<file path="src/resid_pkg.sv">
// Notes on behaviour
// RULE_01 - pick up above 1.05 times setting
// RULE_02 - release at 1 times setting
// RULE_03 - trip after pickup held for delay
// RULE_04 - any overcurrent pickup disables the element
// RULE_05 - measure the neutral current input
// RULE_06 - enable input defaults to one
// RULE_07 - enable from contact or command
// RULE_08 - pickup also means timer running
// RULE_09 - masked trip is trip gated by mask
// RULE_10 - status shows enabled or disabled
// RULE_11 - drop or disable clears timer and outputs
package resid_pkg;
  // clock rate and the delay timer's base tick
  localparam int CLK_FREQ_HZ = 40_000_000;
  localparam int TICK_PERIOD_MS = 10;
  localparam int TICK_CYCLES = CLK_FREQ_HZ / 1000 * TICK_PERIOD_MS;
  // thresholds as ratios in hundredths
  localparam int PICKUP_NUM = 105;
  localparam int RELEASE_NUM = 100;
  // averaging depth of the mean filter, as a shift
  localparam int MEAN_SHIFT = 3;
  // register byte offsets
  localparam logic [7:0] CTRL_OFFSET = 8'h00;
  localparam logic [7:0] PICKUP_OFFSET = 8'h04;
  localparam logic [7:0] DELAY_OFFSET = 8'h08;
  localparam logic [7:0] STATUS_OFFSET = 8'h0c;
  localparam logic [7:0] MEAN_OFFSET = 8'h10;
  localparam logic [7:0] INT_STATUS_OFFSET = 8'h14;
  localparam logic [7:0] INT_CLEAR_OFFSET = 8'h18;
  localparam logic [7:0] INT_ENABLE_OFFSET = 8'h1c;
  // reset values
  localparam logic [3:0] CTRL_RESET = 4'he;
  localparam logic [15:0] PICKUP_RESET = 16'h0064;
  localparam logic [15:0] DELAY_RESET = 16'h0005;
  localparam logic [3:0] INT_ENABLE_RESET = 4'h0;
  // control register layout, bit 0 at the right
  typedef struct packed {
    logic cmd_enable;
    logic src_cmd;
    logic trip_mask;
    logic elem_on;
  } ctrl_type;
  // one neutral current sample
  typedef struct packed {
    logic valid;
    logic [15:0] value;
  } sample_type;
  // pickups of the overcurrent elements
  typedef struct packed {
    logic gnd_time;
    logic gnd_inst;
    logic ph_time;
    logic ph_inst;
  } oc_pickup_type;
  // element sequence
  typedef enum logic [1:0] {
    ST_IDLE = 2'b00,
    ST_TIMING = 2'b01,
    ST_TRIPPED = 2'b10
  } elem_state_type;
endpackage

</file>
<file path="src/residual_current_element.sv">
`timescale 1ns/1ps
`default_nettype none
module residual_current_element #(
  parameter int TICK_CYCLES = resid_pkg::TICK_CYCLES,
  parameter int VALUE_WIDTH = 16
) (
  input wire logic clk,
  input wire logic arst_n,
  // apb slave
  input wire logic psel,
  input wire logic penable,
  input wire logic pwrite,
  input wire logic [7:0] paddr,
  input wire logic [31:0] pwdata,
  output logic [31:0] prdata,
  output logic pready,
  output logic pslverr,
  // neutral current samples, same clock domain
  input wire resid_pkg::sample_type neutral_sample,
  // overcurrent element pickups, same clock domain
  input wire resid_pkg::oc_pickup_type oc_pickup,
  // enable contact, asynchronous pin
  input wire logic resid_enable_in,
  // relay outputs
  output logic resid_pickup,
  output logic resid_trip,
  output logic resid_trip_masked,
  output logic resid_enabled_status,
  output logic irq
);

  // accumulator holds the mean times the filter depth
  localparam int ACC_WIDTH = VALUE_WIDTH + resid_pkg::MEAN_SHIFT;
  // eight spare bits hold a numerator of up to 255 hundredths
  localparam int PROD_WIDTH = VALUE_WIDTH + 8;
  // prescaler wide enough for a whole tick
  localparam int TICK_WIDTH = $clog2(TICK_CYCLES + 1);

  // settings written over the bus
  resid_pkg::ctrl_type ctrl; // element controls
  logic [15:0] pickup_set; // pickup threshold, current units
  logic [15:0] delay_set; // delay in timer ticks
  logic [3:0] int_status; // sticky events
  logic [3:0] int_enable; // event mask
  // measurement and enable path
  logic [ACC_WIDTH-1:0] mean_acc; // filter accumulator
  logic [VALUE_WIDTH-1:0] mean; // mean neutral current
  logic [1:0] enable_sync; // contact synchroniser
  logic enable_src; // selected enable source
  logic active; // element in service
  logic above_pickup; // mean over pickup level
  logic at_release; // mean at or below release level
  // both sides of each comparison in hundredths
  logic [PROD_WIDTH-1:0] mean_scaled;
  logic [PROD_WIDTH-1:0] pickup_scaled;
  logic [PROD_WIDTH-1:0] release_scaled;
  // sequence and delay timer
  resid_pkg::elem_state_type state;
  resid_pkg::elem_state_type next_state;
  logic [TICK_WIDTH-1:0] tick_count; // cycles within a tick
  logic tick; // one timer tick elapsed
  logic [15:0] elapsed; // ticks since pickup
  // interrupt and bus helpers
  logic [3:0] events; // one-cycle event pulses
  logic wr_en; // apb write at access edge
  logic rd_setup; // apb read in setup phase
  logic mapped; // address hits a register

  // contact pin passes two flops; only the second is read
  // both stages start high so the enable reads as on out of reset
  always_ff @(posedge clk or negedge arst_n) begin
    if (!arst_n) begin
      enable_sync <= 2'b11;
    end else begin
      enable_sync <= {enable_sync[0], resid_enable_in};
    end
  end

  // contact level or panel command drives the enable [RULE_07]
  // command source and value reset to one, so enable defaults on [RULE_06]
  assign enable_src = ctrl.src_cmd ? ctrl.cmd_enable : enable_sync[1];

  // any overcurrent pickup takes the element out of service [RULE_04]
  assign active = ctrl.elem_on & enable_src & ~(|oc_pickup);

  // running mean of the neutral input samples [RULE_05]
  // a single spike moves the mean by only an eighth of its size
  always_ff @(posedge clk or negedge arst_n) begin
    if (!arst_n) begin
      mean_acc <= '0;
    end else if (neutral_sample.valid) begin
      mean_acc <= mean_acc - (mean_acc >> resid_pkg::MEAN_SHIFT)
                  + ACC_WIDTH'(neutral_sample.value);
    end
  end

  // the integer part of the accumulator is the mean
  assign mean = mean_acc[ACC_WIDTH-1:resid_pkg::MEAN_SHIFT];

  // compare in hundredths to keep the ratios exact
  assign mean_scaled = PROD_WIDTH'(mean) * PROD_WIDTH'(resid_pkg::RELEASE_NUM);
  assign pickup_scaled = PROD_WIDTH'(pickup_set) * PROD_WIDTH'(resid_pkg::PICKUP_NUM);
  assign release_scaled = PROD_WIDTH'(pickup_set) * PROD_WIDTH'(resid_pkg::RELEASE_NUM);
  assign above_pickup = mean_scaled > pickup_scaled; // [RULE_01]
  // equality at the release level already counts as released
  assign at_release = mean_scaled <= release_scaled; // [RULE_02]

  // tick prescaler restarts with each pickup so timing starts clean
  always_ff @(posedge clk or negedge arst_n) begin
    if (!arst_n) begin
      tick_count <= '0;
    end else if (state != resid_pkg::ST_TIMING || tick) begin
      tick_count <= '0;
    end else begin
      tick_count <= tick_count + TICK_WIDTH'(1);
    end
  end

  // one tick every TICK_CYCLES clocks, only while timing
  assign tick = tick_count == TICK_WIDTH'(TICK_CYCLES - 1);

  // elapsed ticks while picked up; cleared on drop or disable [RULE_11]
  always_ff @(posedge clk or negedge arst_n) begin
    if (!arst_n) begin
      elapsed <= '0;
    end else if (next_state == resid_pkg::ST_IDLE) begin
      elapsed <= '0;
    end else if (tick && elapsed != 16'hffff) begin
      elapsed <= elapsed + 16'h0001;
    end
  end

  // element sequence
  // idle waits for the pickup level, timing counts ticks, tripped holds
  // leaving service always returns to idle in a single step
  always_comb begin
    next_state = state;
    case (state)
      resid_pkg::ST_IDLE: begin
        // wait for the mean to pass the pickup level
        if (active && above_pickup) begin
          next_state = resid_pkg::ST_TIMING; // [RULE_01]
        end
      end
      resid_pkg::ST_TIMING: begin
        // a drop or loss of service restarts the whole delay
        if (!active || at_release) begin
          next_state = resid_pkg::ST_IDLE; // [RULE_02] [RULE_11]
        end else if (elapsed >= delay_set) begin
          next_state = resid_pkg::ST_TRIPPED; // [RULE_03]
        end
      end
      resid_pkg::ST_TRIPPED: begin
        // trip stands only while the condition stands
        if (!active || at_release) begin
          next_state = resid_pkg::ST_IDLE; // [RULE_11]
        end
      end
      default: begin
        // unused code recovers to idle
        next_state = resid_pkg::ST_IDLE;
      end
    endcase
  end

  // state register
  always_ff @(posedge clk or negedge arst_n) begin
    if (!arst_n) begin
      state <= resid_pkg::ST_IDLE;
    end else begin
      state <= next_state;
    end
  end

  // outputs from flops; pickup covers timing and tripped [RULE_08]
  // pickup, trip and masked trip follow next_state, so they change on the same edge; enabled status follows active
  always_ff @(posedge clk or negedge arst_n) begin
    if (!arst_n) begin
      resid_pickup <= 1'b0;
      resid_trip <= 1'b0;
      resid_trip_masked <= 1'b0;
      resid_enabled_status <= 1'b0;
    end else begin
      resid_pickup <= next_state != resid_pkg::ST_IDLE; // [RULE_08]
      resid_trip <= next_state == resid_pkg::ST_TRIPPED; // [RULE_03]
      resid_trip_masked <= (next_state == resid_pkg::ST_TRIPPED) & ctrl.trip_mask; // [RULE_09]
      resid_enabled_status <= active; // [RULE_10]
    end
  end

  // events: pickup rise, trip rise, pickup drop, enable change
  // each bit is a single-cycle pulse; the sticky register keeps it
  assign events = {
    active != resid_enabled_status,
    resid_pickup & (next_state == resid_pkg::ST_IDLE),
    (next_state == resid_pkg::ST_TRIPPED) & ~resid_trip,
    (next_state != resid_pkg::ST_IDLE) & ~resid_pickup
  };

  // apb decode; zero wait states
  assign wr_en = psel & penable & pwrite;
  assign rd_setup = psel & ~penable & ~pwrite;
  assign pready = 1'b1;
  // every mapped offset, whatever its direction
  // a read of a write-only word returns zero rather than an error
  always_comb begin
    case (paddr)
      resid_pkg::CTRL_OFFSET,
      resid_pkg::PICKUP_OFFSET,
      resid_pkg::DELAY_OFFSET,
      resid_pkg::STATUS_OFFSET,
      resid_pkg::MEAN_OFFSET,
      resid_pkg::INT_STATUS_OFFSET,
      resid_pkg::INT_CLEAR_OFFSET,
      resid_pkg::INT_ENABLE_OFFSET: begin
        mapped = 1'b1;
      end
      default: begin
        mapped = 1'b0;
      end
    endcase
  end
  // unmapped access errors during the access phase only
  assign pslverr = psel & penable & ~mapped;

  // software settings
  // reserved bits of each word are dropped on write
  always_ff @(posedge clk or negedge arst_n) begin
    if (!arst_n) begin
      ctrl <= resid_pkg::CTRL_RESET;
      pickup_set <= resid_pkg::PICKUP_RESET;
      delay_set <= resid_pkg::DELAY_RESET;
      int_enable <= resid_pkg::INT_ENABLE_RESET;
    end else if (wr_en) begin
      case (paddr)
        resid_pkg::CTRL_OFFSET: begin
          ctrl <= pwdata[3:0];
        end
        resid_pkg::PICKUP_OFFSET: begin
          pickup_set <= pwdata[15:0];
        end
        resid_pkg::DELAY_OFFSET: begin
          delay_set <= pwdata[15:0];
        end
        resid_pkg::INT_ENABLE_OFFSET: begin
          int_enable <= pwdata[3:0];
        end
        default: begin
          // read-only and clear offsets leave the settings alone
          ctrl <= ctrl;
        end
      endcase
    end
  end

  // sticky events; a new event beats a clear in the same cycle
  always_ff @(posedge clk or negedge arst_n) begin
    if (!arst_n) begin
      int_status <= '0;
    end else if (wr_en && paddr == resid_pkg::INT_CLEAR_OFFSET) begin
      int_status <= (int_status & ~pwdata[3:0]) | events;
    end else begin
      int_status <= int_status | events;
    end
  end

  // interrupt level from enabled sticky bits
  // registered, so it trails the sticky bits by one clock
  always_ff @(posedge clk or negedge arst_n) begin
    if (!arst_n) begin
      irq <= 1'b0;
    end else begin
      irq <= |(int_status & int_enable);
    end
  end

  // read data is captured in the setup phase
  // the clear register and unmapped offsets read back zero
  always_ff @(posedge clk or negedge arst_n) begin
    if (!arst_n) begin
      prdata <= '0;
    end else if (rd_setup) begin
      case (paddr)
        resid_pkg::CTRL_OFFSET: prdata <= {28'h0000000, ctrl};
        resid_pkg::PICKUP_OFFSET: prdata <= {16'h0000, pickup_set};
        resid_pkg::DELAY_OFFSET: prdata <= {16'h0000, delay_set};
        resid_pkg::STATUS_OFFSET: begin
          prdata <= {28'h0000000, resid_enabled_status, resid_trip_masked, resid_trip, resid_pickup};
        end
        resid_pkg::MEAN_OFFSET: prdata <= 32'(mean);
        resid_pkg::INT_STATUS_OFFSET: prdata <= {28'h0000000, int_status};
        resid_pkg::INT_ENABLE_OFFSET: prdata <= {28'h0000000, int_enable};
        default: prdata <= 32'h00000000;
      endcase
    end
  end

endmodule
`default_nettype wire

</file>
<file path="config.mk">
export PLATFORM = sky130hd
export DESIGN_NAME = residual_current_element
export DESIGN_NICKNAME = d
export VERILOG_FILES = /design/src/resid_pkg.sv /design/src/residual_current_element.sv
export SDC_FILE = /design/constraint.sdc
export NUM_CORES = 1
export LEC_CHECK = 0
export CORE_AREA = 2 2 159 161
export CTS_CLUSTER_DIAMETER = 30
export DETAILED_ROUTE_END_ITERATION = 8
export DIE_AREA = 0 0 161 163
export DONT_BUFFER_PORTS = 1
export PLACE_DENSITY = 0.72
export SYNTH_ARGS = -nofsm -noshare
export SYNTH_HDL_FRONTEND = slang
export SYNTH_SLANG_ARGS = --single-unit
</file>
<file path="constraint.sdc">
create_clock -name clk -period 5.5 [get_ports clk]
set_clock_uncertainty 0.05 [all_clocks]
set_input_delay 0.825 -clock clk [delete_from_list [all_inputs] [get_ports clk]]
set_output_delay 0.825 -clock clk [all_outputs]
set_load 0.01 [all_outputs]
</file>
==> flow_summary_export.csv, run 1 <==
group,metric,value,unit
global_routing,grt_start_max_net_pins,124,
clocking,cts.hold.buffers_added,0,
synth,avgSynthCellArea,9.10,um^2
clocking,h-tree-depth,4,
global_routing,antenna_found_initial,1,
clocking,path_clk_slew,0.06,ns
worst_setup_path,arrival,5.78,ns
synth,synthTopCellsByCount,"252 x inv_1, 227 x ha_1, 113 x dfrtp_1",
drt,via_per_inst,5.72,
synth,synth-compound-area-share,13.9,%
synth,synth-main-ff-cell,"dfrtp_1",
sta,timing.final.ws_setup,-0.0287,ns
worst_setup_path,path_max_fanout,8,
worst_setup_path,startpoint_type,"register",
sta,fin_crit,5.53,ns
worst_setup_path,path_class,"register to register",
sta,whs,0.0344,ns
final_layout,drive_above_1_share,18.5,%
synth,synthCells,1455,
sta,drv_slew,0,
final_layout,seq_area,0.00309,mm^2
die,num_io_pins,106,
sta,rsz0062_at_grt,"yes",
synth,synth.area.mux_share,5.06,%
run,drv_cap,0,
sta,fin_crit_sh,101,%
clocking,cts_buffer_depth,2,
die,fp.coreArea,0.0247,mm^2
outcome,failed_checks,"setup timing",
final_layout,syn2layout_area_growth,15.5,%
synth,synth_top_family_by_area,"adder cells",
synth,yosys.area_share.xor_xnor,5.36,%
outcome,status,"finished with violations",
die,die_h,163,um
drt,drt-initial-drc-count,742,
global_routing,grt_first_pass_wirelength,54.6,mm
clocking,cts_buffers,17,
final_layout,fin_area,0.0153,mm^2
drt,via_count,10800,
synth,syn_area,0.0132,mm^2
global_routing,grtUsageTotal,26.5,%
final_layout,final.fill_count,2066,
synth,synth-simple-area-share,12.8,%
drt,wire_per_inst,18.3,um
final_layout,nNetsFinal,1900,
die,start_util,53.7,%
drt,drt-total-wl,34.7,mm
clocking,cts.sinks,123,
die,die_x,161,um
clocking,cts_tree,"yes",
global_routing,gr-total-overflow,0,
synth,yosysUniqueCellTypes,82,
clocking,worst_skew_pair.late_latency,0.43,ns
global_routing,grt_pass1_vias,10900,
synth,yosys.cell_count.top_type,"inv_1",
hold_path,hold_path_class,"input pin to asynchronous set/reset pin",
drt,ant_nets,0,
synth,async_reset_ff_share,100,%
synth,yosys.area.top_type,"ha_1",
sta,max_freq,181,MHz
final_layout,multi_input_area,0.00948,mm^2
synth,synth_fa_ha_area_share,30.5,%
synth,synthTopCellsByArea,"ha_1 21%, dfrtp_1 21%, fa_1 9.1%",
final_layout,diodes,0,
sta,fin_setup_tns,-0.154,ns
placed_design,hpwlAfterDp,26.2,mm
drt,drcViolationCount,0,
synth,ys_seq_elements,123,
die,die-area,0.0262,mm^2
synth,seq_area_frac_synth,23.3,%
placed_design,numPortBuffers,0,
sta,setup_viol,11,
die,num_rows,58,
placed_design,dpl-instance-area,0.0141,mm^2
synth,yosys_warnings,0,
worst_setup_path,worst_setup_path_end_kind,"register",
drt,drt_pass1_iterations,6,
synth,synth_edf_count,0,
worst_setup_path,required,5.75,ns
sta,hold_viol,0,
clocking,cts-root-buf,"clkbuf_16",
synth,synth_top_area_share,21.5,%
placed_design,gp_congestion,0.895,
sta,worstMarginPinSlew,1.28,ns
sta,slew_headroom,14.2,%
cells in the final DEF (no fill, tap or decap), drive strengths merged, types with 5 or more instances in the layout:
| cell | synthesis | routed |
|---|---|---|
| and4 | 6 | 6 |
| o21ai | 65 | 65 |
| and3 | 19 | 19 |
| dfrtp | 113 | 113 |
| nor4 | 5 | 5 |
| xnor2 | 39 | 39 |
| nand2b | 18 | 18 |
| a21o | 26 | 26 |
| nor2b | 15 | 15 |
| and2 | 9 | 9 |
| nor3 | 21 | 21 |
| nor4b | 5 | 5 |
| fa | 60 | 60 |
| clkinv | 0 | 7 |
| dfstp | 10 | 10 |
| clkbuf | 19 | 19 |
| inv | 252 | 254 |
| buf | 26 | 101 |
| ha | 227 | 227 |
| conb | 2 | 17 |
| nand4 | 20 | 20 |
| mux2 | 43 | 43 |
| nand2 | 76 | 76 |
| o211ai | 11 | 11 |
| xor2 | 42 | 42 |
| nor2 | 81 | 81 |
| a21oi | 80 | 80 |
| nand3 | 33 | 33 |
| a211oi | 16 | 16 |
| a222oi | 12 | 12 |
| o31ai | 6 | 6 |
| mux2i | 14 | 14 |
| o21a | 17 | 17 |
stage by stage:
step | utilization, % | instances | worst slack, ns
6_report | 62.0 | 1889 | -0.0287
4_1_cts | 60.6 | 1877 | -0.0209
3_5_place_dp | 57.2 | 1839 | -0.490
3_3_place_gp | 57.2 | 1839 | -0.315
5_1_grt | 62.0 | 1889 | -0.209
2_1_floorplan | - | 1470 | 0.179
flip-flops by register name, summed over array words and instances, names as in the netlist:
name                  count
int_enable                4
int_status                4
pickup_set               16
resid_enabled_status      1
delay_set                16
resid_trip                1
tick_count               19
irq                       1
mean_acc                 19
resid_trip_masked         1
ctrl                      4
prdata                   16
state                     2
enable_sync               2
elapsed                  16
resid_pickup              1
worst paths after layout:
path,from,to,slack [ns],depth (start not counted)
max,pickup_set[2],elapsed[5],-0.03,23
min,arst_n,prdata[0],0.03,0
max reg2reg,pickup_set[2],elapsed[5],-0.03,23
min reg2reg,enable_sync[0],enable_sync[1],0.31,0
max in group asynchronous,arst_n,pickup_set[6],5.10,0
min in group clk,enable_sync[0],enable_sync[1],0.31,0
area by class of cell:
type	instances	area share (%)
inverters	252	6.19
multi-input cells	1050	62.0
flip-flops and latches	123	20.2
clock buffers	18	2.81
repair buffers	102	5.30
clock inverters	14	0.810
well taps	330	2.70
worst max-delay path, stage by stage (launching register included):
cell and delay (ns):
dfstp_2 0.60, ha_4 0.22, buf_4 0.14, ha_4 0.26
inv_2 0.04, fa_1 0.52, inv_2 0.05, ha_4 0.21
nor2b_4 0.12, o31a_1 0.27, o211ai_2 0.22, a21oi_2 0.10
o32a_1 0.45, nor4_2 0.22, nor3_2 0.08, ha_1 0.30
nand3_2 0.11, nor4_4 0.45, nand4_1 0.30, nand2_1 0.16
or2_4 0.14, a21o_4 0.14, clkbuf_16 0.17, a21oi_1 0.07
cells by family (layout without fill, tap and decap cells):
logic type / after synthesis / in the layout
adder cells (fa/ha/maj): 287 / 287
multiplexers: 59 / 59
buffers and inverters: 297 / 386
XOR/XNOR: 81 / 81
other: 2 / 17
flip-flops: 123 / 123
AND/OR/NAND/NOR: 330 / 330
AO/OA/AOI/OAI: 276 / 276
what timing repair did:
item	in CTS	in global routing
setup endpoints to repair	23	24
resized for setup	44	55
gates cloned	1	1
setup buffers	6	13
pin swaps	38	40
routing by layer:
layer / GRT usage [%] / share of wire [%] / vias to the layer above
li1: - / - / 5164
met1: 32.8 / 41 / 5268
met2: 45.3 / 49 / 288
met3: 5.86 / 6.3 / 75
met4: 9.98 / 3.4 / 2
met5: 0 / 0.038 / -
Power of run 1 is not shown: default switching activity piles up to over one toggle a cycle in this logic, so the estimate is an artifact.
==> inputs of run 2 (changes only) <==
CTS_BUF_LIST = sky130_fd_sc_hd__clkbuf_8   (was unset)
==> run 2 against run 1 <==
Register-to-register slack improved by 0.03 ns. Flip-flop and latch count is the same. Global-route usage shrank 0.17 points. Non-clock buffer count grew 5. Worst hold slack improved by 0.12 ns. Die area did not move. Largest cell class unchanged. Sequential share of layout area is 0.15 points higher. Cell count up 0.26%. Critical path type unchanged. Design area decreased by 0.72%. Critical endpoint is now elapsed[4]. First-iteration DRC count increased by 5.5%. The run still ends with setup timing left.
==> flow_summary_export.csv, run 2 (synthesized netlist as in run 1, its figures left out) <==
group,metric,value,unit
global_routing,grt_first_pass_wirelength,54.1,mm
drt,via_per_inst,5.68,
global_routing,grt_start_max_net_pins,109,
global_routing,gr-total-overflow,0,
clocking,cts_buffer_depth,2,
worst_setup_path,path_class,"register to register",
outcome,status,"finished with violations",
die,die-area,0.0262,mm^2
outcome,failed_checks,"setup timing",
worst_setup_path,setup.worst_path.start,"pickup_set[2]",
sta,rsz0062_at_grt,"yes",
drt,met2WireLength,16.8,mm
placed_design,numPortBuffers,0,
worst_setup_path,worst_setup_path_end_kind,"register",
worst_setup_path,r2r_start,"pickup_set[2]",
clocking,cts.sinks,123,
drt,wl_met3,2.15,mm
sta,fin_crit_sh,100,%
final_layout,drive_above_1_share,18.4,%
global_routing,antenna_found_initial,0,
die,num_rows,58,
worst_setup_path,arrival,5.79,ns
drt,drcViolationCount,0,
drt,via_count,10800,
final_layout,nNetsFinal,1905,
worst_setup_path,crit_path_max_incr_delay,0.59,ns
clocking,h-tree-depth,4,
clocking,cts-root-buf,"clkbuf_8",
clocking,path_clk_slew,0.08,ns
placed_design,gp_congestion,0.895,
drt,drt-total-wl,34.2,mm
die,die_x,161,um
global_routing,grt_pass1_vias,10700,
sta,drv_slew,0,
sta,worstMarginPinSlew,1.23,ns
clocking,worst_skew_pair.late_latency,0.46,ns
sta,timing.final.ws_setup,-0.000233,ns
placed_design,dpl-instance-area,0.0141,mm^2
worst_setup_path,path_max_fanout,8,
worst_setup_path,cp_top_family,"adder cells",
run,drv_cap,0,
sta,fin_crit,5.50,ns
die,start_util,53.7,%
worst_setup_path,path_buf_inv,2,
drt,drt_pass1_iterations,6,
final_layout,mostFrequentLayoutCell,"inv_1",
hold_path,hold_path_class,"input pin to asynchronous set/reset pin",
worst_setup_path,crit_slowest_cell,"dfstp_2",
final_layout,fin_cells,1894,
sta,setup_viol,1,
sta,fin_setup_tns,-0.000233,ns
drt,wire_per_inst,18.0,um
sta,max_freq,182,MHz
sta,hold_viol,0,
placed_design,dp_cells,1839,
die,num_io_pins,106,
global_routing,grtUsageTotal,26.3,%
worst_setup_path,startpoint_type,"register",
final_layout,syn2layout_area_growth,14.7,%
sta,slew_headroom,17.3,%
drt,m1WireLength,14.3,mm
worst_setup_path,required,5.79,ns
final_layout,fin_area,0.0152,mm^2
final_layout,mostFrequentLayoutCells,"244 x inv_1, 211 x ha_1, 111 x dfrtp_1",
clocking,cts_buffers,17,
worst_setup_path,crit_chain,"ha_4 > fa_1 > ha_1 > fa_1 > ha_4 > a21oi_2 > o22ai_2 > o41a_1 > a21oi_2 > nor2_1 > o41ai_2 > xor2_1 > ha_1 > a21o_1 > a21o_1 > a211oi_2 > o21ai_2 > mux2_4 > nand4_1 > buf_6 > buf_12 > a21oi_2",
drt,drt-initial-drc-count,783,
die,die_h,163,um
final_layout,post-route-util,61.5,%
worst_setup_path,critPathMostFrequentCell,"a21oi_2",
drt,ant_nets,0,
drt,routed.top_layer,"met4",
die,fp.coreArea,0.0247,mm^2
final_layout,final.fill_count,2090,
final_layout,top_regs,"mean_acc x19, tick_count x19",
clocking,cts_tree,"yes",
placed_design,hpwlAfterDp,26.2,mm
final_layout,diodes,0,
run 2: cell count changes in the layout (fill, tap and decap cells not counted), moves of 2 or more:
| cell | delta |
|---|---|
| ha_1 | +2 |
| inv_2 | -5 |
| clkbuf_16 | -17 |
| clkbuf_8 | +17 |
| a21oi_1 | -4 |
| a21oi_2 | +3 |
| buf_6 | +3 |
| inv_1 | +6 |
run 2: area by class of cell:
cell class              instances  area, um^2  area share [%]
clock buffers                  17         234            1.54
clock inverters                15         128           0.841
inverters                     252         946            6.23
multi-input cells            1050        9470            62.4
flip-flops and latches        123        3090            20.4
well taps                     330         413            2.72
repair buffers                107         895            5.89
run 2: path summary, 6_finish.rpt:
| path | to | slack [ns] | depth (start not counted) |
|---|---|---|---|
| hold reg to reg | enable_sync[1] | 0.32 | 0 |
| setup reg to reg | elapsed[4] | -0.0002 | 22 |
| max in group asynchronous | elapsed[2] | 4.52 | 1 |
| hold / removal | delay_set[2] | 0.15 | 0 |
| setup / recovery | elapsed[4] | -0.0002 | 22 |
| min in group clk | enable_sync[0] | 0.31 | 0 |
run 2: per-layer routing:
layer / vias to the layer above / GRT usage (%)
met1: 5236 / 32.7
met4: 0 / 9.13
li1: 5169 / -
met5: - / 1.70
met2: 299 / 45.0
met3: 56 / 5.96
run 2: what timing repair did:
| action | 4_1_cts | 5_1_grt |
|---|---|---|
| endpoints found under the setup margin | 23 | 24 |
| setup buffers | 7 | 13 |
| hold buffers | 2 | 0 |
| pin swaps | 38 | 38 |
| cloned | 1 | 1 |
| endpoints found under the hold margin | 108 | 0 |
| resized for setup | 43 | 58 |
run 2: through the flow:
stage / setup slack, ns / hold slack, ns
6_report: -0.000233 / 0.150
5_1_grt: -0.204 / 0.125
4_1_cts: 0.0000817 / 0.126
3_5_place_dp: -0.490 / 0.306
3_3_place_gp: -0.315 / 0.296
2_1_floorplan: 0.179 / 0.295
Power of run 2 is left out for the same reason.
==> inputs of run 3 (changes only) <==
CORE_AREA = 2 2 166 168   (was 2 2 159 161)
DIE_AREA = 0 0 168 170   (was 0 0 161 163)
PLACE_DENSITY = 0.67   (was 0.72)
==> run 3 against run 2 <==
The flow still finishes with violations (setup timing). Core utilization decreased by 4.7 points. Sequential share of layout area about the same. Register-to-register slack got worse by 0.06 ns. Critical endpoint is now elapsed[8].
==> flow_summary_export.csv, run 3 (synthesized netlist as in run 1, its figures left out) <==
group,metric,value,unit
sta,worstMarginPinSlew,1.25,ns
placed_design,dpl-instance-area,0.0142,mm^2
final_layout,fin_area,0.0152,mm^2
final_layout,drive_above_1_share,17.5,%
worst_setup_path,crit_end,"elapsed[8]",
global_routing,gr-total-overflow,0,
global_routing,antenna_found_initial,0,
sta,setup_viol,19,
sta,fin_crit,5.56,ns
worst_setup_path,rrSetupSlack,-0.06,ns
clocking,cts_tree,"yes",
final_layout,nNetsFinal,1908,
clocking,h-tree-depth,4,
placed_design,gp_congestion,0.911,
worst_setup_path,startpoint_type,"register",
outcome,failed_checks,"setup timing",
worst_setup_path,path_max_fanout,8,
worst_setup_path,reg2reg_depth,26,
run,drv_cap,0,
drt,drt-total-wl,34.4,mm
worst_setup_path,arrival,5.84,ns
placed_design,numPortBuffers,0,
die,die_x,168,um
final_layout,mostFrequentLayoutCells,"243 x inv_1, 215 x ha_1, 113 x dfrtp_1",
worst_setup_path,crit_path_max_incr_delay,0.65,ns
sta,fin_crit_sh,101,%
sta,drv_slew,0,
clocking,cts.sinks,123,
global_routing,grt_pass1_vias,11000,
drt,via_per_inst,5.62,
drt,drcViolationCount,0,
drt,drt-initial-drc-count,625,
worst_setup_path,critPathMostFrequentCell,"inv_2",
clocking,cts-root-buf,"clkbuf_8",
worst_setup_path,r2r_start,"pickup_set[5]",
die,die_h,170,um
worst_setup_path,timing.rr.end,"elapsed[8]",
worst_setup_path,path_class,"register to register",
worst_setup_path,worst_setup_path_end_kind,"register",
die,fp.coreArea,0.0267,mm^2
final_layout,top_regs,"mean_acc x19, tick_count x19",
die,num_io_pins,106,
final_layout,syn2layout_area_growth,14.5,%
die,num_rows,60,
drt,via_count,10700,
global_routing,grt_start_max_net_pins,114,
sta,max_freq,180,MHz
hold_path,hold_path_class,"input pin to asynchronous set/reset pin",
global_routing,grt_first_pass_wirelength,55.8,mm
placed_design,hpwlAfterDp,26.7,mm
final_layout,mostFrequentLayoutCell,"inv_1",
clocking,cts_buffer_depth,2,
outcome,status,"finished with violations",
sta,hold_viol,0,
sta,slew_headroom,16.5,%
drt,drt_pass1_iterations,5,
die,start_util,49.7,%
drt,ant_nets,0,
clocking,path_clk_slew,0.09,ns
die,die-area,0.0286,mm^2
worst_setup_path,required,5.79,ns
worst_setup_path,setup.worst_path.start,"pickup_set[5]",
worst_setup_path,crit_slowest_cell,"dfstp_2",
clocking,cts_buffers,17,
sta,rsz0062_at_grt,"yes",
clocking,worst_skew_pair.late_latency,0.47,ns
final_layout,diodes,0,
final_layout,final.fill_count,2320,
sta,timing.final.ws_setup,-0.0573,ns
drt,wire_per_inst,18.0,um
global_routing,grtUsageTotal,24.8,%
[run 3: layout make-up]
cell class / instances / area [um^2] / area share [%]
multi-input cells: 1050 / 9370 / 61.8
well taps: 341 / 427 / 2.82
flip-flops and latches: 123 / 3090 / 20.4
clock inverters: 14 / 184 / 1.21
inverters: 252 / 946 / 6.24
clock buffers: 18 / 248 / 1.63
repair buffers: 110 / 893 / 5.89
[run 3: critical path, delay by kind of cell (launching register included)]
kind                       cells  cell delay, ns
xor gates and xnor gates       1            0.08
muxes                          1            0.33
DFF                            1            0.65
adders and majority gates      6            1.95
and+or+nand+nor                4            0.63
buffers and inverters          9            0.92
AOI/OAI and AO/OA              5            0.83
[run 3: metrics by stage]
step | worst slack (ns) | utilization [%] | cells | hold slack, ns | setup TNS (ns)
4_1_cts | -0.0672 | 56.2 | 1901 | 0.120 | -0.911
6_report | -0.0573 | 56.9 | 1908 | 0.146 | -0.744
5_1_grt | -0.269 | 56.9 | 1908 | 0.113 | -5.00
3_3_place_gp | -0.361 | 53.3 | 1858 | 0.295 | -6.80
3_5_place_dp | -0.460 | 53.3 | 1858 | 0.299 | -8.58
2_1_floorplan | 0.179 | - | 1470 | 0.295 | 0
[run 3: what timing repair did]
| item | 4_1_cts | 5_1_grt |
|---|---|---|
| hold buffers | 1 | 0 |
| pin swaps | 47 | 28 |
| gates resized for setup | 45 | 28 |
| setup buffers | 9 | 7 |
| gates cloned | 1 | 0 |
| endpoints found under the setup margin | 24 | 24 |
| endpoints found under the hold margin | 113 | 0 |
[run 3: routing by layer]
metal | global-route usage, % | vias to the layer above | part of all wire (%)
met3 | 5.86 | 71 | 6.4
met4 | 11.1 | 0 | 4.2
met2 | 40.8 | 279 | 47
met5 | 0 | - | 0
li1 | - | 5167 | -
met1 | 31.3 | 5206 | 43
[run 3: how the worst min path moves through the flow]
stage | cells after the start | slack, ns | startpoint | end
after global routing | 0 | 0.11 | arst_n | delay_set[2]
after global placement | 0 | 0.30 | enable_sync[0] | enable_sync[1]
after detailed placement | 0 | 0.30 | enable_sync[0] | enable_sync[1]
after CTS | 0 | 0.12 | arst_n | delay_set[2]
final | 0 | 0.15 | arst_n | delay_set[2]
after floorplan | 0 | 0.30 | enable_sync[0] | enable_sync[1]
Power of run 3 is left out for the same reason.
